===== config.mk =====
export PLATFORM = sky130hd
export DESIGN_NAME = port_power_overcurrent_ctl
export DESIGN_NICKNAME = d
export VERILOG_FILES = /design/src/ppoc_pkg.sv /design/src/port_power_overcurrent_ctl.sv /design/src/oc_filter.sv /design/src/sync2.sv
export SDC_FILE = /design/constraint.sdc
export NUM_CORES = 1
export LEC_CHECK = 0
export ABC_CLOCK_PERIOD_IN_PS = 4600
export BUFFER_PORTS_ARGS = -buffer_cell sky130_fd_sc_hd__buf_2
export CORE_ASPECT_RATIO = 1.4
export CORE_MARGIN = 3
export CORE_UTILIZATION = 45
export CTS_BUF_LIST = sky130_fd_sc_hd__clkbuf_16
export CTS_CLUSTER_SIZE = 8
export DETAILED_ROUTE_END_ITERATION = 7
export GPL_ROUTABILITY_DRIVEN = 0
export GPL_TIMING_DRIVEN = 0
export SYNTH_ARGS = -nofsm -noshare
export SYNTH_HDL_FRONTEND = slang
export SYNTH_SLANG_ARGS = --single-unit
export TNS_END_PERCENT = 30

===== constraint.sdc =====
create_clock -name clk -period 4.6 [get_ports clk]
set_clock_uncertainty 0.1 [all_clocks]
set_input_delay 0.69 -clock clk [delete_from_list [all_inputs] [get_ports clk]]
set_output_delay 0.69 -clock clk [all_outputs]
set_load 0.02 [all_outputs]

===== src/ppoc_pkg.sv =====
package ppoc_pkg;
  localparam int NPORTS = 6;
  localparam int FILT_W = 16;
  // register indices
  localparam logic [7:0] A_POWER = 8'h00;
  localparam logic [7:0] A_SPLIT = 8'h01;
  localparam logic [7:0] A_SS_POWER = 8'h02;
  localparam logic [7:0] A_CHARGE = 8'h03;
  localparam logic [7:0] A_FILTER = 8'h04;
  localparam logic [7:0] A_STATUS = 8'h05;
  localparam logic [7:0] A_MASK = 8'h06;
  localparam logic [7:0] A_CC_SEL = 8'h07;
  localparam logic [7:0] A_TYPEC_CTL = 8'h08;
  localparam logic [7:0] A_LEVELS = 8'h09;
  localparam logic [15:0] FILTER_RESET = 16'h0100;
  localparam logic [15:0] SPLIT_RESET = 16'h0000;
  // status layout: [5:0] port oc, [11:6] ss oc, 12 cc change, 13 vconn oc,
  // 14 vbus safe5v change
  localparam int ST_SS = 6;
  localparam int ST_CC = 12;
  localparam int ST_VCONN = 13;
  localparam int ST_VBUS = 14;
  localparam int ST_W = 15;
endpackage


===== src/port_power_overcurrent_ctl.sv =====
// Strobed register access and the address map were left to the implementer.
`timescale 1ns/1ns
module port_power_overcurrent_ctl (
  input wire logic clk,
  input wire logic rst_n,
  input wire logic [7:0] addr,
  input wire logic [15:0] wdata,
  input wire logic wr,
  input wire logic rd,
  output logic [15:0] rdata,
  output logic irq,
  input wire logic [5:0] port_power_sense_pin_in,
  output logic [5:0] port_power_sense_pin_out,
  output logic [5:0] port_power_sense_pin_oe_n,
  output logic [5:0] port_power_sense_pull_up,
  input wire logic [5:0] superspeed_power_sense_pin_in,
  output logic [5:0] superspeed_power_sense_pin_out,
  output logic [5:0] superspeed_power_sense_pin_oe_n,
  output logic [5:0] superspeed_power_sense_pull_up,
  output logic [5:0] hs_power_on,
  output logic [5:0] ss_power_on,
  output logic [5:0] hs_overcurrent,
  output logic [5:0] ss_overcurrent,
  input wire logic [7:0] cc_compare_in,
  output logic [2:0] cc_threshold_sel,
  output logic [1:0] vconn_enable,
  input wire logic [1:0] vconn_in_range,
  input wire logic bus_voltage_monitor_input_safe5v,
  input wire logic bus_voltage_monitor_input_safe0v,
  output logic vbus_attached
);
  logic [5:0] power;
  logic [5:0] split;
  logic [5:0] ss_power;
  logic [5:0] charge;
  logic [15:0] filter_len;
  logic [ppoc_pkg::ST_W-1:0] status;
  logic [ppoc_pkg::ST_W-1:0] mask;
  logic [ppoc_pkg::ST_W-1:0] events;
  logic ufp_mode;
  logic [1:0] vconn_req;
  logic [5:0] pin_s;
  logic [5:0] ss_pin_s;
  logic [5:0] fault;
  logic [5:0] ss_fault;
  logic [5:0] fault_d;
  logic [5:0] ss_fault_d;
  logic [7:0] cc_s;
  logic [7:0] cc_d;
  logic [1:0] vin_s;
  logic safe5_s;
  logic safe0_s;
  logic safe5_d;
  logic [5:0] ss_eff;
  logic [5:0] pin_rel1;
  logic [5:0] pin_rel2;
  logic [5:0] ss_rel1;
  logic [5:0] ss_rel2;
  typedef enum logic [0:0] {
    VBUS_DETACHED = 1'b0,
    VBUS_ATTACHED = 1'b1
  } vbus_state_t;
  vbus_state_t vbus_state;
  vbus_state_t next_vbus_state;

  sync2 #(
    .W(6)
  ) u_sync_pin (
    .clk(clk),
    .rst_n(rst_n),
    .d(port_power_sense_pin_in),
    .q(pin_s)
  );

  sync2 #(
    .W(6)
  ) u_sync_ss (
    .clk(clk),
    .rst_n(rst_n),
    .d(superspeed_power_sense_pin_in),
    .q(ss_pin_s)
  );

  sync2 #(
    .W(12)
  ) u_sync_misc (
    .clk(clk),
    .rst_n(rst_n),
    .d({cc_compare_in, vconn_in_range, bus_voltage_monitor_input_safe5v,
      bus_voltage_monitor_input_safe0v}),
    .q({cc_s, vin_s, safe5_s, safe0_s})
  );

  // split ports take superspeed power from their own register
  assign ss_eff = (split & ss_power) | (~split & power);

  genvar i;
  generate
    for (i = 0; i < ppoc_pkg::NPORTS; i++) begin : g_port
      oc_filter u_f (
        .clk(clk),
        .rst_n(rst_n),
        .powered(power[i] & pin_rel2[i]),
        .sense_low(!pin_s[i]),
        .length(filter_len),
        .fault(fault[i])
      );
      oc_filter u_fs (
        .clk(clk),
        .rst_n(rst_n),
        .powered(split[i] & ss_power[i] & ss_rel2[i]),
        .sense_low(!ss_pin_s[i]),
        .length(filter_len),
        .fault(ss_fault[i])
      );
    end
  endgenerate

  // a pin let go a moment ago still shows its old drive through the
  // synchroniser; a pin held low for charging is never sensed at all
  always_ff @(posedge clk or negedge rst_n) begin
    if (!rst_n) begin
      pin_rel1 <= 6'h00;
      pin_rel2 <= 6'h00;
      ss_rel1 <= 6'h00;
      ss_rel2 <= 6'h00;
    end else begin
      pin_rel1 <= port_power_sense_pin_oe_n;
      pin_rel2 <= pin_rel1;
      ss_rel1 <= superspeed_power_sense_pin_oe_n;
      ss_rel2 <= ss_rel1;
    end
  end

  // attach follows the bus voltage only as an upstream-facing port
  always_comb begin
    next_vbus_state = vbus_state;
    unique case (vbus_state)
      VBUS_DETACHED: begin
        if (ufp_mode && safe5_s) begin
          next_vbus_state = VBUS_ATTACHED;
        end
      end
      VBUS_ATTACHED: begin
        if (!ufp_mode || (safe0_s && !safe5_s)) begin
          next_vbus_state = VBUS_DETACHED;
        end
      end
    endcase
  end

  always_ff @(posedge clk or negedge rst_n) begin
    if (!rst_n) begin
      vbus_state <= VBUS_DETACHED;
    end else begin
      vbus_state <= next_vbus_state;
    end
  end

  // registers
  always_ff @(posedge clk or negedge rst_n) begin
    if (!rst_n) begin
      power <= 6'h00;
      split <= ppoc_pkg::SPLIT_RESET[5:0];
      ss_power <= 6'h00;
      charge <= 6'h00;
      filter_len <= ppoc_pkg::FILTER_RESET;
      mask <= '0;
      cc_threshold_sel <= 3'h0;
      ufp_mode <= 1'b0;
      vconn_req <= 2'h0;
    end else if (wr) begin
      unique case (addr)
        ppoc_pkg::A_POWER: power <= wdata[5:0];
        ppoc_pkg::A_SPLIT: split <= wdata[5:0];
        ppoc_pkg::A_SS_POWER: ss_power <= wdata[5:0];
        ppoc_pkg::A_CHARGE: charge <= wdata[5:0];
        ppoc_pkg::A_FILTER: filter_len <= wdata;
        ppoc_pkg::A_MASK: mask <= wdata[ppoc_pkg::ST_W-1:0];
        ppoc_pkg::A_CC_SEL: cc_threshold_sel <= wdata[2:0];
        ppoc_pkg::A_TYPEC_CTL: begin
          vconn_req <= wdata[1:0];
          ufp_mode <= wdata[2];
        end
        default: ;
      endcase
    end
  end

  // edge events
  always_ff @(posedge clk or negedge rst_n) begin
    if (!rst_n) begin
      fault_d <= 6'h00;
      ss_fault_d <= 6'h00;
      cc_d <= 8'h00;
      safe5_d <= 1'b0;
    end else begin
      fault_d <= fault;
      ss_fault_d <= ss_fault;
      cc_d <= cc_s;
      safe5_d <= safe5_s;
    end
  end

  always_comb begin
    events = '0;
    events[5:0] = fault & ~fault_d;
    events[ppoc_pkg::ST_SS +: 6] = ss_fault & ~ss_fault_d;
    events[ppoc_pkg::ST_CC] = ufp_mode && (cc_s != cc_d);
    events[ppoc_pkg::ST_VCONN] = |(vconn_enable & ~vin_s);
    events[ppoc_pkg::ST_VBUS] = safe5_s != safe5_d;
  end

  // set wins over write-one-to-clear
  always_ff @(posedge clk or negedge rst_n) begin
    if (!rst_n) begin
      status <= '0;
    end else if (wr && addr == ppoc_pkg::A_STATUS) begin
      status <= (status & ~wdata[ppoc_pkg::ST_W-1:0]) | events;
    end else begin
      status <= status | events;
    end
  end

  always_ff @(posedge clk or negedge rst_n) begin
    if (!rst_n) begin
      irq <= 1'b0;
    end else begin
      irq <= |(status & mask);
    end
  end

  // read port, data one cycle after strobe
  always_ff @(posedge clk or negedge rst_n) begin
    if (!rst_n) begin
      rdata <= 16'h0000;
    end else if (rd) begin
      unique case (addr)
        ppoc_pkg::A_POWER: rdata <= {10'h000, power};
        ppoc_pkg::A_SPLIT: rdata <= {10'h000, split};
        ppoc_pkg::A_SS_POWER: rdata <= {10'h000, ss_power};
        ppoc_pkg::A_CHARGE: rdata <= {10'h000, charge};
        ppoc_pkg::A_FILTER: rdata <= filter_len;
        ppoc_pkg::A_STATUS: rdata <= {1'b0, status};
        ppoc_pkg::A_MASK: rdata <= {1'b0, mask};
        ppoc_pkg::A_CC_SEL: rdata <= {13'h0000, cc_threshold_sel};
        ppoc_pkg::A_TYPEC_CTL: rdata <= {13'h0000, ufp_mode, vconn_req};
        ppoc_pkg::A_LEVELS: rdata <= {cc_s, 2'h0, vin_s, safe5_s, safe0_s,
          fault[0], ss_fault[0]};
        default: rdata <= 16'h0000;
      endcase
    end else begin
      rdata <= 16'h0000;
    end
  end

  // pins: low driver when off, open drain with pull-up when on.
  // charge indication drives low on a powered port only while sensing idle,
  // so it reuses the same pin without extra package pins
  always_ff @(posedge clk or negedge rst_n) begin
    if (!rst_n) begin
      port_power_sense_pin_out <= 6'h00;
      port_power_sense_pin_oe_n <= 6'h00;
      port_power_sense_pull_up <= 6'h00;
      superspeed_power_sense_pin_out <= 6'h00;
      superspeed_power_sense_pin_oe_n <= 6'h00;
      superspeed_power_sense_pull_up <= 6'h00;
    end else begin
      port_power_sense_pin_out <= 6'h00;
      port_power_sense_pin_oe_n <= power & ~charge;
      port_power_sense_pull_up <= power;
      superspeed_power_sense_pin_out <= 6'h00;
      superspeed_power_sense_pin_oe_n <= split & ss_power;
      superspeed_power_sense_pull_up <= split & ss_power;
    end
  end

  always_ff @(posedge clk or negedge rst_n) begin
    if (!rst_n) begin
      hs_power_on <= 6'h00;
      ss_power_on <= 6'h00;
      hs_overcurrent <= 6'h00;
      ss_overcurrent <= 6'h00;
      vconn_enable <= 2'h0;
      vbus_attached <= 1'b0;
    end else begin
      hs_power_on <= power;
      ss_power_on <= ss_eff;
      hs_overcurrent <= fault;
      ss_overcurrent <= (split & ss_fault) | (~split & fault);
      vconn_enable <= vconn_req & vin_s;
      vbus_attached <= next_vbus_state == VBUS_ATTACHED;
    end
  end
endmodule


===== src/oc_filter.sv =====
`timescale 1ns/1ns
module oc_filter (
  input wire logic clk,
  input wire logic rst_n,
  input wire logic powered,
  input wire logic sense_low,
  input wire logic [15:0] length,
  output logic fault
);
  logic [15:0] count;

  // counter restarts on any high, so a brief dip never reports
  always_ff @(posedge clk or negedge rst_n) begin
    if (!rst_n) begin
      count <= 16'h0000;
      fault <= 1'b0;
    end else if (!powered || !sense_low) begin
      count <= 16'h0000;
      fault <= 1'b0;
    end else if (count >= length) begin
      fault <= 1'b1;
    end else begin
      count <= count + 16'h0001;
    end
  end
endmodule


===== src/sync2.sv =====
`timescale 1ns/1ns
module sync2 #(
  parameter int W = 1
) (
  input wire logic clk,
  input wire logic rst_n,
  input wire logic [W-1:0] d,
  output logic [W-1:0] q
);
  logic [W-1:0] meta;

  always_ff @(posedge clk or negedge rst_n) begin
    if (!rst_n) begin
      meta <= '0;
      q <= '0;
    end else begin
      meta <= d;
      q <= meta;
    end
  end
endmodule


**After elaboration in Yosys (flattened, before gate mapping)**

Index checks and enable logic that the tools add are counted.

- Add/sub/neg operators: 12
- $lt $le $gt $ge: 12
- Eq/ne operators: 23
- Mux-type cells: 54
- Bitwise logic cells: 40
- Reduce and logical (&&, ||, !) cells: 54

Operator list:

| kind | number |
|---|---|
| 16-bit 2-to-1 mux | 25 |
| 16-bit by 1-bit adder with 16-bit output (second input constant) | 12 |
| 16-bit >= comparator | 12 |
| 16-bit one-hot mux with 10 select lines | 1 |
| 6-bit AND | 7 |
| 8-bit by 3-bit == test with 1-bit output (second input constant) | 4 |
| 15-bit AND | 2 |
| 15-bit bitwise OR | 2 |
| 1-bit 2-to-1 mux | 26 |
| 2-bit by 1-bit != test with 1-bit output (second input constant) | 12 |
| 6-bit NOT | 4 |
| 2-bit nonzero test | 12 |
| 1-bit AND | 18 |
| 8-bit by 2-bit == test with 1-bit output (second input constant) | 2 |
| 8-bit by 4-bit == test with 1-bit output (second input constant) | 2 |
| 2-bit AND reduction | 8 |
| 15-bit 2-to-1 mux | 1 |
| 15-bit NOT | 1 |
| 15-bit OR reduction | 1 |
| 1-bit zero test | 14 |
| 1-bit logical OR | 13 |
| 6-bit bitwise OR | 2 |
| 8-bit by 1-bit == test with 1-bit output (second input constant) | 1 |
| 8-bit zero test | 1 |
| 8 further kinds | 12 |

- Bits in registers: 423
- Input port bits: 52
- Output and inout bits: 83
- Word-level logic and storage cells: 252

**Depth between registers and ports, before layout**

- Word-level depth: 5
- Mapped depth: 10
- Mapped depth without buffers: 8

**By module**

A second synthesis with hierarchy kept.

- Cells, all modules: 2435
- Area, all modules: 24265.8 um2

By module, submodules not included:

| module | times used | cells an instance | area each (um2) | sequential area each (um2) |
|---|---|---|---|---|
| oc_filter | 12 | 154 | 1331.3 | 425.4 |
| port_power_overcurrent_ctl | 1 | 539 | 7089.3 | 4280.4 |
| sync2 (u_sync_misc) | 1 | 24 | 600.6 | 600.6 |
| sync2 (u_sync_pin ...) | 2 | 12 | 300.3 | 300.3 |

**Worst setup path after synthesis**

Ideal clock, no wire load.

- Path type: register to register
- From: reg filter_len[9]
- To: reg g_port[1].u_fs.count[13]
- Library setup time: 0.078 ns
- Arrival time: 2.689 ns
- Required time: 4.422 ns
- Path slack: 1.733 ns
- Stages on the path, launching flop included: 10
- Buffers on the path: 1
- Period minus slack after synthesis: 2.867 ns
- Cell sequence: dfrtp_1 > inv_1 > ha_1 > a21o_1 > a21o_1 > a221o_1 > a221o_1 > buf_6 > or4_1 > a21oi_1

- Longest elaborated chain between the ends: 2

RTL lines:

| item | RTL line | source |
|---|---|---|
| start, declared | port_power_overcurrent_ctl.sv:36 | `logic [15:0] filter_len;` |
| start signal, assigned | port_power_overcurrent_ctl.sv:167 | `filter_len <= ppoc_pkg::FILTER_RESET;` |
| start signal, assigned | port_power_overcurrent_ctl.sv:178 | `ppoc_pkg::A_FILTER: filter_len <= wdata;` |
| 16-bit >= comparator | oc_filter.sv:20 | `end else if (count >= length) begin` |
| 2-bit by 1-bit != test with 1-bit output (no source line) | - |  |
| end signal, assigned | oc_filter.sv:23 | `count <= count + 16'h0001;` |
| end, declared | oc_filter.sv:10 | `logic [15:0] count;` |

Every way passes these cells.
A chain may end at the register's enable or synchronous reset.

**Worst setup path after layout**

- From: reg filter_len[9]
- To: reg g_port[1].u_fs.count[14]

Same word-level chain as after synthesis.

==> flow_metrics.tcl <==
set metrics [dict create \
    cts_buffers 58 \
    clockBufferDepth 3 \
    port_buffers 119 \
    avgRoutedWirePerCell_um 20.95 \
    clkSinkCount 423 \
    placed_cells 2974 \
    viasPerCell 6.019 \
    setup_tns_ns 0 \
    fin_ws_ns 0.6431 \
    holdWs_ns 0.09639 \
    ff_latch_area_um2 10590 \
    cts_hold_buffers 1 \
    cp_max_fo 12 \
    final_util 0.5225 \
    core-area_um2 49490 \
    initial_core_util 0.4598 \
    multi_input_area_um2 11480 \
    max_slew_margin 0.1733 \
    grt_overflow 0 \
    synth.most_common_cell "dfrtp_1" \
    power_frac_clock 0.445 \
    synth_top_area_frac 0.4641 \
    grtUsageTotal 0.2371 \
    comb_power_share 0.104 \
    fin_cells 3051 \
    synthTopCellsByArea "dfrtp_1 46%, ha_1 11%, a21oi_1 3.7%" \
    swShare 0.2676 \
    p_seq_frac 0.450 \
    fillerInstances 4477 \
    synthFlopType "dfrtp_1" \
    synth_edf_count 0 \
    grt_max_degree 126 \
    critPathLaunchType "flop" \
    ir_worst_vdd_v 0.0002862 \
    wirelength_mm 63.90 \
    nets 2654 \
    ant_nets 0 \
    cts_tree "built" \
    report.final.slew_viol_count 0 \
    powerDensity_nw_per_um2 332.3 \
    die_h_um 272.1 \
    antenna_found_initial 2 \
    path_class "flop to flop" \
    area_growth_pct 13.62 \
    synth_cells 2204 \
    ys_ff_latch 423 \
    switchingPower_mw 2.299 \
    cellInternalPower_mw 6.292 \
    grt_pass1_wl_mm 101.1 \
    io_pins 135 \
    remaining_drc_errors 0 \
    post_cts_resized 0 \
    syn_area_um2 22760 \
    die_area_um2 53340 \
    ys_warn_count 0 \
    cts_setup_buffers 0 \
    setup_viol 0 \
    drtIter0Drc 1242 \
    dp_hpwl_mm 43.89 \
    period_share 0.8602 \
    timing.fmax_ghz 0.2527 \
    worst-slew-pin-transition_ns 1.239 \
    rsz0062_at_grt "no" \
    synthTopCellsByCount "422 x dfrtp_1, 204 x ha_1, 183 x nand2_1" \
    timing.max_cap.violations 0 \
    crit_path_end_kind "flop" \
    hold_path.class "input pin to flop" \
    htreeDepth 2 \
    vias 18370 \
    diodes 0 \
    yosysSeqAreaShare 0.4652 \
    hold_viol_final 0 \
    rows 96 \
    grt_pass1_vias 18090 \
    final_layout_size_suffix_gt1_frac 0.1272 \
    drt-pass1-iter-count 6 \
    worstPathRequired_ns 4.94 \
    synth-async-reset-ratio 1.000 \
    fp.dieW_um 196.1 \
    min_period_ns 3.957 \
    preCtsSetupSlack_ns 0.6748 \
    outcome "finished clean" \
    path_clk_slew_ns 0.05 \
    synth_cell_types 74 \
    synth_area_leader_cell "dfrtp_1" \
    arrival_ns 4.30 \
    power_leakage_nw 11.66 \
    cts-root-buf "clkbuf_16" \
    avgSynthCellArea_um2 10.32 \
    clk_latency_ns 0.60 \
]
-- logic make-up after synthesis --
| family | count (synthesis) | synth area share |
|---|---|---|
| and+or+nand+nor | 763 | 0.1768 |
| AOI/OAI and AO/OA | 478 | 0.1380 |
| DFF | 423 | 0.4652 |
| adders and majority gates | 204 | 0.1122 |
| buffers and inverters | 166 | 0.03200 |
| muxes | 119 | 0.05641 |
| xor gates and xnor gates | 50 | 0.01924 |
| other | 1 | 0.0001648 |
-- flip-flops by register name, summed over array words and instances, names as in the netlist, 8 cells and up --
name / flops
u_sync_misc.q: 12
filter_len: 16
mask: 15
rdata: 16
status: 15
g_port.u_f.count: 96
cc_d: 8
u_sync_misc.meta: 12
g_port.u_fs.count: 96
-- final timing paths --
kind	cells past startpoint	end	slack, ns	startpoint
setup / recovery	10	g_port[1].u_fs.count[14]	0.64	filter_len[9]
hold / removal	1	u_sync_pin.meta[0]	0.1	port_power_sense_pin_in[0]
setup reg to reg	10	g_port[1].u_fs.count[14]	0.64	filter_len[9]
hold reg to reg	0	u_sync_ss.q[0]	0.24	u_sync_ss.meta[0]
max in group asynchronous	4	pin_rel1[2]	2.31	rst_n
min in group asynchronous	2	ss_rel2[5]	0.53	rst_n
-- per-layer routing --
layer  vias to the layer above  track usage  part of all wire
met5                         -            0           0.00011
met4                         2      0.09687             0.044
met3                       136      0.03427             0.053
met2                       566       0.3951              0.47
met1                      9076       0.3112              0.43
li1                       8585            -                 -
-- through the flow --
step           total power, mW  area [um^2]
5_1_grt                  8.943        25860
2_1_floorplan            4.447        22800
3_3_place_gp             4.792        24190
6_report                 8.591        25860
3_5_place_dp             4.819        24280
4_1_cts                  8.681        25860
-- placed cells by master (no fill, tap or decap), types with 22 or more instances in the layout --
cell type	count
ha_1	204
nand2_1	183
o21ai_0	74
buf_4	24
and4_1	22
dfrtp_1	422
nand3_1	96
or4_1	62
a21oi_1	169
nor2_1	122
mux2_2	74
inv_1	88
nand2b_1	30
buf_2	124
and3_1	39
o31ai_1	56
or3_1	39
xor2_1	36
nand4_1	49
clkbuf_16	58
clkbuf_1	57
mux2i_1	45
nor3_1	42
-- power by group through the flow --
| stage | Combinational [mW] | Sequential [mW] | Clock [mW] |
|---|---|---|---|
| after global placement | 0.863 | 3.93 | 0 |
| final | 0.896 | 3.87 | 3.83 |
| after global routing | 0.994 | 3.87 | 4.08 |
| after CTS | 0.896 | 3.87 | 3.92 |
| after detailed placement | 0.890 | 3.93 | 0 |
| after floorplan | 0.534 | 3.91 | 0 |
-- area by class of cell --
class	count	area share
Multi-Input combinational cell	1626	0.4441
Sequential cell	423	0.4094
Clock buffer	58	0.05613
Tap cell	637	0.03083
Timing Repair Buffer	123	0.02700
Buffer	92	0.01742
Inverter	74	0.01074
Clock inverter	18	0.004355
-- critical path, cell delays in order, from the launching register on --
cell	delay, ns
dfrtp_1	0.38
inv_1	0.87
ha_1	0.40
a21o_1	0.18
a21o_1	0.17
a221o_1	0.33
a221o_1	0.49
buf_6	0.19
clkbuf_1	0.25
o31ai_1	0.31
a21oi_1	0.10
Power figures use the tool's default switching activity.
